File: src/msr_pkg.sv
// Purpose: constants for the modem status readback block
// Assumes: byte-wide register port, word addresses 4 bits wide
// Notes:   offsets 4 and 5 hold the two read-only status views
package msr_pkg;

  localparam int unsigned ADDR_W = 4;
  localparam int unsigned DATA_W = 8;

  // register offsets
  localparam logic [3:0] OFF_LINE_CONTROL = 4'h0;
  localparam logic [3:0] OFF_STATUS_LOW   = 4'h4;
  localparam logic [3:0] OFF_STATUS_HIGH  = 4'h5;

  // line_control fields
  localparam int unsigned CTL_RTS_BIT  = 0;
  localparam int unsigned CTL_DTR_BIT  = 1;
  localparam int unsigned CTL_HDX_BIT  = 2;
  localparam int unsigned CTL_MODE_BIT = 3;
  localparam logic [7:0]  CTL_MASK     = 8'h0F;
  localparam logic [7:0]  CTL_RESET    = 8'h08;

  // modem_line_status_low fields
  localparam int unsigned LOW_CARRIER_BIT = 0;
  localparam int unsigned LOW_CTS_BIT     = 2;
  localparam int unsigned LOW_READY_BIT   = 3;
  localparam int unsigned LOW_HDX_BIT     = 4;
  localparam int unsigned LOW_RTS_BIT     = 5;
  localparam int unsigned LOW_DTR_BIT     = 6;
  localparam int unsigned LOW_RING_BIT    = 7;

  // line_mode_status_high fields
  localparam int unsigned HIGH_MODE_BIT = 0;
  localparam int unsigned HIGH_TEST_BIT = 2;

  // modem input vector positions inside the capture stage
  localparam int unsigned IN_CARRIER = 0;
  localparam int unsigned IN_CTS     = 1;
  localparam int unsigned IN_READY   = 2;
  localparam int unsigned IN_RING    = 3;
  localparam int unsigned IN_TEST    = 4;
  localparam int unsigned IN_W       = 5;

  localparam logic [7:0] BYTE_ZERO = 8'h00;

endpackage : msr_pkg

File: src/msr_line_capture.sv
// Purpose: one register stage for the modem input lines
// Assumes: modem lines already synchronous to clk
// Notes:   clears to all-off under reset so no line reads on early
`timescale 1ns/10ps
module msr_line_capture #(
  parameter int unsigned WIDTH = 5
) (
  input  wire logic             clk,
  input  wire logic             resetn,
  input  wire logic [WIDTH-1:0] lines_in,
  output logic      [WIDTH-1:0] lines_q
);

  always_ff @(posedge clk or negedge resetn) begin
    if (!resetn) begin
      lines_q <= '0;
    end else begin
      lines_q <= lines_in;
    end
  end

endmodule : msr_line_capture

File: src/msr_modem_status.sv
// Purpose: modem line status readback with line control register
// Assumes: single clock, inputs synchronous, master never waits
// Notes:   read data valid only in the cycle after the read strobe
//
// The plain strobed port and the address map were left to the implementer.
`timescale 1ns/10ps

// How it works
// - low bit 0 shows carrier detect
// - low bit 1 always reads zero
// - low bit 2 mirrors clear to send
// - low byte reports modem ready
// - low byte shows half-duplex versus full-duplex
// - bit 5 shows rts; transfer waits cts
// - bit 6 shows data terminal ready
// - bit 7 shows ring input
// - ring reported regardless of dtr
// - high bit 0 shows protocol mode
// - mode bit initialises to character-oriented
// - high bit 2 shows modem test
module msr_modem_status
  import msr_pkg::*;
(
  input  wire logic              clk,
  input  wire logic              resetn,
  input  wire logic [ADDR_W-1:0] addr,
  input  wire logic [DATA_W-1:0] wdata,
  input  wire logic              wr,
  input  wire logic              rd,
  output logic      [DATA_W-1:0] rdata,
  input  wire logic              carrier,
  input  wire logic              cts,
  input  wire logic              modem_ready,
  input  wire logic              ring,
  input  wire logic              test_mode,
  output logic                   rts,
  output logic                   dtr,
  output logic                   half_duplex,
  output logic                   char_mode,
  output logic                   tx_enable,
  output logic                   rx_enable
);

  logic [IN_W-1:0]   lines_q;
  logic [DATA_W-1:0] ctl;
  logic [DATA_W-1:0] next_ctl;
  logic [DATA_W-1:0] next_rdata;
  logic              next_tx_enable;
  logic              next_rx_enable;

  wire logic         sel_ctl;
  wire logic         sel_low;
  wire logic         sel_high;
  wire logic         ctl_write;
  wire logic [7:0]   status_low;
  wire logic [7:0]   status_high;
  wire logic [7:0]   read_mux;

  // both status views are built by the same packer so unused bits
  // cannot drift apart between them
  function automatic logic [7:0] pack_status(
    input logic       is_low,
    input logic [IN_W-1:0] lines,
    input logic [7:0] ctl_bits,
    input logic       rts_now,
    input logic       dtr_now
  );
    logic [7:0] b;
    b = BYTE_ZERO;
    if (is_low) begin
      b[LOW_CARRIER_BIT] = lines[IN_CARRIER];
      b[LOW_CTS_BIT]     = lines[IN_CTS];
      b[LOW_READY_BIT]   = lines[IN_READY];
      b[LOW_HDX_BIT]     = ctl_bits[CTL_HDX_BIT];
      b[LOW_RTS_BIT]     = rts_now;
      b[LOW_DTR_BIT]     = dtr_now;
      b[LOW_RING_BIT]    = lines[IN_RING];
    end else begin
      b[HIGH_MODE_BIT]   = ctl_bits[CTL_MODE_BIT];
      b[HIGH_TEST_BIT]   = lines[IN_TEST];
    end
    return b;
  endfunction : pack_status

  msr_line_capture #(
    .WIDTH    (IN_W)
  ) u_capture (
    .clk      (clk),
    .resetn   (resetn),
    .lines_in ({test_mode, ring, modem_ready, cts, carrier}),
    .lines_q  (lines_q)
  );

  // address decode
  assign sel_ctl   = (addr == OFF_LINE_CONTROL);
  assign sel_low   = (addr == OFF_STATUS_LOW);
  assign sel_high  = (addr == OFF_STATUS_HIGH);
  // status offsets take no write path at all
  assign ctl_write = wr && sel_ctl;

  assign status_low  = pack_status(1'b1, lines_q, ctl, rts, dtr);
  assign status_high = pack_status(1'b0, lines_q, ctl, rts, dtr);

  // unmapped addresses read as zero
  assign read_mux = sel_low  ? status_low  :
                    sel_high ? status_high :
                    sel_ctl  ? ctl         : BYTE_ZERO;

  assign next_ctl   = ctl_write ? (wdata & CTL_MASK) : ctl;
  assign next_rdata = rd ? read_mux : BYTE_ZERO;

  // data may move only once the modem has answered rts with cts
  assign next_tx_enable = ctl[CTL_RTS_BIT] && lines_q[IN_CTS];
  // half-duplex interlock: no reception while sending
  assign next_rx_enable = !(ctl[CTL_HDX_BIT] && ctl[CTL_RTS_BIT]);

  always_ff @(posedge clk or negedge resetn) begin
    if (!resetn) begin
      ctl <= CTL_RESET;
    end else begin
      ctl <= next_ctl;
    end
  end

  always_ff @(posedge clk or negedge resetn) begin
    if (!resetn) begin
      rdata <= BYTE_ZERO;
    end else begin
      rdata <= next_rdata;
    end
  end

  // modem-facing outputs come from flops mirroring the control word;
  // the modem owns draining and disconnect timing after a drop
  always_ff @(posedge clk or negedge resetn) begin
    if (!resetn) begin
      rts         <= CTL_RESET[CTL_RTS_BIT];
      dtr         <= CTL_RESET[CTL_DTR_BIT];
      half_duplex <= CTL_RESET[CTL_HDX_BIT];
      char_mode   <= CTL_RESET[CTL_MODE_BIT];
    end else begin
      rts         <= next_ctl[CTL_RTS_BIT];
      dtr         <= next_ctl[CTL_DTR_BIT];
      half_duplex <= next_ctl[CTL_HDX_BIT];
      char_mode   <= next_ctl[CTL_MODE_BIT];
    end
  end

  always_ff @(posedge clk or negedge resetn) begin
    if (!resetn) begin
      tx_enable <= 1'b0;
      rx_enable <= 1'b1;
    end else begin
      tx_enable <= next_tx_enable;
      rx_enable <= next_rx_enable;
    end
  end

  // checks

  property p_carrier_bit;
    @(posedge clk) disable iff (!resetn)
    rd && sel_low |=> rdata[LOW_CARRIER_BIT] == $past(lines_q[IN_CARRIER]);
  endproperty
  a_carrier_bit: assert property (p_carrier_bit)
    else $error("carrier bit does not match captured carrier");

  property p_low_unused;
    @(posedge clk) disable iff (!resetn)
    rd && sel_low |=> !rdata[1];
  endproperty
  a_low_unused: assert property (p_low_unused)
    else $error("low status bit 1 read nonzero");

  property p_cts_bit;
    @(posedge clk) disable iff (!resetn)
    rd && sel_low |=> rdata[LOW_CTS_BIT] == $past(lines_q[IN_CTS]);
  endproperty
  a_cts_bit: assert property (p_cts_bit)
    else $error("clear to send rise not visible in status");

  property p_ready_bit;
    @(posedge clk) disable iff (!resetn)
    rd && sel_low |=> rdata[LOW_READY_BIT] == $past(lines_q[IN_READY]);
  endproperty
  a_ready_bit: assert property (p_ready_bit)
    else $error("modem ready bit wrong");

  property p_hdx_bit;
    @(posedge clk) disable iff (!resetn)
    rd && sel_low |=> rdata[LOW_HDX_BIT] == half_duplex;
  endproperty
  a_hdx_bit: assert property (p_hdx_bit)
    else $error("half-duplex bit differs from line unit state");

  property p_tx_needs_cts;
    @(posedge clk) disable iff (!resetn)
    tx_enable |-> $past(rts) && $past(lines_q[IN_CTS]);
  endproperty
  a_tx_needs_cts: assert property (p_tx_needs_cts)
    else $error("transfer enabled without rts and cts");

  property p_rts_bit;
    @(posedge clk) disable iff (!resetn)
    rd && sel_low |=> rdata[LOW_RTS_BIT] == $past(rts);
  endproperty
  a_rts_bit: assert property (p_rts_bit)
    else $error("rts status bit differs from rts output");

  property p_hdx_interlock;
    @(posedge clk) disable iff (!resetn)
    half_duplex && rts |-> ##1 !rx_enable;
  endproperty
  a_hdx_interlock: assert property (p_hdx_interlock)
    else $error("receive enabled while sending half-duplex");

  property p_dtr_bit;
    @(posedge clk) disable iff (!resetn)
    ctl_write |=> dtr == $past(wdata[CTL_DTR_BIT]);
  endproperty
  a_dtr_bit: assert property (p_dtr_bit)
    else $error("dtr did not follow control write");

  property p_ring_free_of_dtr;
    @(posedge clk) disable iff (!resetn)
    rd && sel_low && !dtr |=> rdata[LOW_RING_BIT] == $past(lines_q[IN_RING]);
  endproperty
  a_ring_free_of_dtr: assert property (p_ring_free_of_dtr)
    else $error("ring not reported while dtr off");

  property p_mode_bit;
    @(posedge clk) disable iff (!resetn)
    rd && sel_high |=> rdata[HIGH_MODE_BIT] == $past(char_mode);
  endproperty
  a_mode_bit: assert property (p_mode_bit)
    else $error("mode bit differs from line unit mode");

  property p_mode_init;
    @(posedge clk) disable iff (!resetn)
    $rose(resetn) |-> char_mode && ctl[CTL_MODE_BIT];
  endproperty
  a_mode_init: assert property (p_mode_init)
    else $error("mode not character-oriented after reset");

  property p_test_bit;
    @(posedge clk) disable iff (!resetn)
    rd && sel_high |=> rdata[HIGH_TEST_BIT] == $past(lines_q[IN_TEST]);
  endproperty
  a_test_bit: assert property (p_test_bit)
    else $error("test mode bit wrong");

  property p_high_unused;
    @(posedge clk) disable iff (!resetn)
    rd && sel_high |=> rdata[7:3] == 5'h00 && !rdata[1];
  endproperty
  a_high_unused: assert property (p_high_unused)
    else $error("unused high status bits read nonzero");

  property p_status_read_only;
    @(posedge clk) disable iff (!resetn)
    wr && (sel_low || sel_high) |=> $stable(ctl) && rts == $past(rts);
  endproperty
  a_status_read_only: assert property (p_status_read_only)
    else $error("write to status view changed state");

  property p_dtr_status;
    @(posedge clk) disable iff (!resetn)
    rd && sel_low |=> rdata[LOW_DTR_BIT] == $past(dtr);
  endproperty
  a_dtr_status: assert property (p_dtr_status)
    else $error("dtr status bit differs from dtr output");

  property p_ring_with_dtr;
    @(posedge clk) disable iff (!resetn)
    rd && sel_low && dtr |=> rdata[LOW_RING_BIT] == $past(lines_q[IN_RING]);
  endproperty
  a_ring_with_dtr: assert property (p_ring_with_dtr)
    else $error("ring not reported while dtr on");

  property p_tx_off_without_rts;
    @(posedge clk) disable iff (!resetn)
    !rts |=> !tx_enable;
  endproperty
  a_tx_off_without_rts: assert property (p_tx_off_without_rts)
    else $error("transfer still enabled after rts dropped");

  property p_rx_full_duplex;
    @(posedge clk) disable iff (!resetn)
    !half_duplex |=> rx_enable;
  endproperty
  a_rx_full_duplex: assert property (p_rx_full_duplex)
    else $error("receive blocked in full-duplex");

  property p_mode_write;
    @(posedge clk) disable iff (!resetn)
    ctl_write |=> char_mode == $past(wdata[CTL_MODE_BIT]);
  endproperty
  a_mode_write: assert property (p_mode_write)
    else $error("mode did not follow control write");

  property p_status_keeps_lines;
    @(posedge clk) disable iff (!resetn)
    wr && (sel_low || sel_high) |=> $stable({dtr, half_duplex, char_mode});
  endproperty
  a_status_keeps_lines: assert property (p_status_keeps_lines)
    else $error("write to status view moved a control line");

endmodule : msr_modem_status

File: config.mk
export PLATFORM = sky130hd
export DESIGN_NAME = msr_modem_status
export DESIGN_NICKNAME = d
export VERILOG_FILES = /design/src/msr_pkg.sv /design/src/msr_line_capture.sv /design/src/msr_modem_status.sv
export SDC_FILE = /design/constraint.sdc
export NUM_CORES = 1
export LEC_CHECK = 0
export BUFFER_PORTS_ARGS = -buffer_cell sky130_fd_sc_hd__buf_2
export CAP_MARGIN = 10
export CELL_PAD_IN_SITES_DETAIL_PLACEMENT = 0
export CELL_PAD_IN_SITES_GLOBAL_PLACEMENT = 1
export CORE_AREA = 5 5 59 45
export CTS_CLUSTER_DIAMETER = 150
export DETAILED_ROUTE_END_ITERATION = 16
export DIE_AREA = 0 0 64 50
export PLACE_DENSITY_LB_ADDON = 0.1
export SLEW_MARGIN = 20
export SYNTH_ARGS = -nofsm -noshare
export SYNTH_HDL_FRONTEND = slang
export SYNTH_SLANG_ARGS = --single-unit
File: constraint.sdc
create_clock -name clk -period 2.35 [get_ports clk]
set_clock_uncertainty 0.05 [all_clocks]
set_input_delay 0.47 -clock clk [delete_from_list [all_inputs] [get_ports clk]]
set_output_delay 0.47 -clock clk [all_outputs]
set_load 0.02 [all_outputs]
-- Yosys cells after proc, flatten, opt, wreduce, memory -nomap -nowiden
Cells that the tools add are included.
Widths: inputs -> output; s select.
- flip-flop bits (word level): 23
- input port bits: 21
- output and inout port bits: 14
- word-level logic and storage cells: 21
- equal/unequal tests: 2
- muxes and demuxes: 5
- reduce and logical (&&, ||, !) cells: 5
- operator list (operator ; number):
    $mux 8 ; 2
    $mux 4 ; 3
    $eq 4x3->1 const B ; 2
    $logic_not 4->1 ; 1
    $logic_and 1x1->1 ; 3
    $logic_not 1->1 ; 1

-- Logic depth before layout (Yosys ltp)
- word-level depth: 5
- mapped depth: 3
- gate-level depth less buffers: 3

-- Hierarchy
From an unflattened synthesis, not the netlist that was laid out.
- cells, all modules: 46
- area total of the unflattened synthesis: 723.2 µm²
- modules (own cells, without submodules) (module ; instances ; cells each ; area an instance (µm²)):
    msr_modem_status ; 1 ; 41 ; 598.1
    msr_line_capture ; 1 ; 5 ; 125.1

-- Worst setup path after synthesis
No wires, ideal clock.
- path type: input to register
- from: in addr[3]
- to: reg rdata[5]
- arrival: 1.205 ns
- required time: 2.234 ns
- slack: 1.029 ns
- stages on the path: 3
- buffers on the path: 0
- path through: or3b_4 nor3b_2 and2_1
- word-level cells in the longest chain between the ends: 3
- ends and longest elaborated chain (element ; line ; text):
    start, declared ; msr_modem_status.sv:26 ; input wire logic [ADDR_W-1:0] addr,
    $eq 4x3->1 ; msr_modem_status.sv:96 ; assign sel_low = (addr == OFF_STATUS_LOW);
    $mux 8 ; msr_modem_status.sv:105 ; assign read_mux = sel_low ? status_low :
    $mux 8 ; msr_modem_status.sv:110 ; assign next_rdata = rd ? read_mux : BYTE_ZERO;
    net next_rdata[5] ; msr_modem_status.sv:47 ; logic [DATA_W-1:0] next_rdata;
    end signal, assigned ; msr_modem_status.sv:129 ; rdata <= next_rdata;
    end, declared ; msr_modem_status.sv:30 ; output logic [DATA_W-1:0] rdata,
The timed path passes the listed nets, and every way through them passes these cells.

==> metrics.yaml <==
place:
  place_congestion: 0.6519
  placed_area_um2: 847.1
  place_inst: 98
  port_buffers: 30
  pre_cts_slack_ns: 0.7864
drt:
  wl_met1_um: 547
  dr.max_layer_used: "met3"
  met3_wirelength_um: 148
  wl_per_cell_um: 12.75
  antenna_left: 0
  post-route-drc-count: 0
  dr_wl_met2_um: 605
  post_drt_via_cell_ratio: 4.412
  drt_iter0_markers: 2
  dr_total_vias: 450
  firstDrtPassIters: 4
  wirelength_um: 1301
floorplan:
  coreArea_mm2: 0.002049
  initial_core_util_pct: 32.54
  die_w_um: 64
  ioPinCount: 35
  die_area_mm2: 0.003200
  row_count: 14
  die_y_um: 50
power:
  p_total_mw: 0.6469
  p_per_area_mw_per_mm2: 740.7
  switching_share_pct: 26.62
  internal_power_mw: 0.4747
  ir_worst_vdd_mv: 0.3673
  p_comb_share_pct: 17.2
  seqPwrFrac_pct: 58.7
  power_leakage_nw: 0.4557
  clkPwrFrac_pct: 24.1
  p_sw_mw: 0.1722
global_route:
  grt-ovfl-total: 0
  grt_pass1_vias: 456
  grt_pass1_wl_um: 2125
  grt_max_degree: 20
  antenna_found_initial: 0
  grt.total_usage_pct: 8.800
synth:
  syn_avg_cell_area_um2: 15.16
  syn_inst: 44
  ys.warnings.count: 0
  synth-main-ff-cell: "dfrtp_1"
  synth_top_area_share_pct: 63.79
  synth_common_cells: "dfrtp_1, mux2_2, and2_1, nor2_1"
  synth_nets: 65
  synth_edf_count: 0
  synth_top_area_cell: "dfrtp_1"
  ys_ff_latch: 19
  syn_area_um2: 666.9
  netlist_top_cells_area: "dfrtp_1, mux2_2, dfstp_2"
  async_flop_share_pct: 100.0
  ys_seq_area_share_pct: 71.67
  yosysUniqueCellTypes: 12
  yosysMostFrequentCell: "dfrtp_1"
timing:
  max-slew-margin-rel_pct: 73.03
  slew_viol_final: 0
  rsz0062_at_grt: "no"
  fin_crit_ns: 1.528
  worst_pin_slew_ns: 0.4046
  tns_ns: 0
  hold_viol_final: 0
  hold-worst-slack_ns: 0.04502
  setup_slack_ns: 0.8216
  setup-violations-final: 0
  fin_crit_sh_pct: 65.04
  clock.fmax_ghz: 0.6543
critical_path:
  r2r_slack_ns: 1.34
  path_delay_family: "flip-flops"
  critPathRequiredTime_ns: 1.83
  endpoint_kind: "output pin"
  crit_fanout: 4
  reg2reg_from: "ctl[3]$_DFFE_PN1P_"
  cpPeakStageDelay_ns: 0.56
  crit_type: "reg2out"
  cp_cell_sequence: "buf_2"
  crit_slowest_cell: "dfstp_2"
  crit_path_start_kind: "flip-flop"
  crit_buf_inv: 1
  worstSetupStartpoint: "ctl[3]$_DFFE_PN1P_"
  worstPathArrival_ns: 1.01
cts:
  cts-root-buf: "clkbuf_4"
  h-tree-depth: 1
  cts-resized-gates: 0
  clkLatencyLatePin_ns: 0.29
  clockBufferDepth: 2
  ctsHoldBuffers: 0
  post_cts_buffers: 0
  numCtsBuffers: 3
  cts_tree: "done"
  clock-sinks: 19
  clkTransAtPathRegs_ns: 0.10
finish:
  final_util_pct: 42.61
  diodes: 0
  final_cells: 102
  area_growth_pct: 30.96
  fin_nets: 100
  sequential_cell_area_um2: 478.0
  nFillCells: 205
  multi_input_comb_area_um2: 188.9
  design_area_um2: 873.3
  drive_gt1_share_pct: 56.41
min_path:
  hp-class: "in2async"
flow_run:
  maxCapViolations: 0
outcome:
  status: "completed"
## power groups by stage
stage	registers, mW	logic (mW)	clock network, mW
6_report	0.379	0.111	0.156
5_1_grt	0.387	0.121	0.182
4_1_cts	0.381	0.114	0.166
3_5_place_dp	0.388	0.114	0
3_3_place_gp	0.387	0.113	0
2_1_floorplan	0.414	0.0327	0
## sequential cells by signal, indices dropped and copies added, names as in the netlist
register / flops
rx_enable: 1
ctl: 4
rdata: 8
tx_enable: 1
u_capture.lines_q: 5
## logic make-up (layout without fill, tap and decap cells)
kind of cell / count (synthesis) / in the layout / share of synthesized area, %
buffers and inverters: 0 / 34 / 0
flip-flops: 19 / 19 / 71.67
AO/OA/AOI/OAI: 2 / 2 / 2.251
AND/OR/NAND/NOR: 16 / 16 / 14.45
multiplexers: 7 / 7 / 11.63
## layout by cell type, fill, tap and decap left out
cell type / instances
nor2_1: 5
clkbuf_1: 1
mux2_2: 6
clkbuf_4: 3
dfstp_2: 2
buf_2: 30
a22oi_1: 2
dfrtp_1: 17
nor3_1: 1
mux2i_1: 1
or3b_4: 1
and2_1: 5
nand3_2: 1
nand2_1: 2
nor3b_2: 1
## path summary, 6_finish.rpt
kind,depth (start not counted),endpoint
worst min register to register,1,rdata[7]$_DFF_PN0_
worst max register to register,3,rdata[0]$_DFF_PN0_
worst max-delay path,1,char_mode
worst min-delay path,1,rdata[7]$_DFF_PN0_
max in group asynchronous,1,ctl[3]$_DFFE_PN1P_
min in group clk,1,u_capture.lines_q[1]$_DFF_PN0_
## per-layer routing
metal	vias to the layer above	global-route usage, %
li1	217	-
met1	210	10.73
met2	23	13.38
met3	0	5.682
met4	0	1.038
met5	-	0
## cell type report
class                      count  area share (%)
clock buffer                   4           3.009
multi-input combinational     25           21.63
timing repair buffer          30           17.19
tap                           24           3.438
sequential                    19           54.73
(Power assumes the default switching activity.)
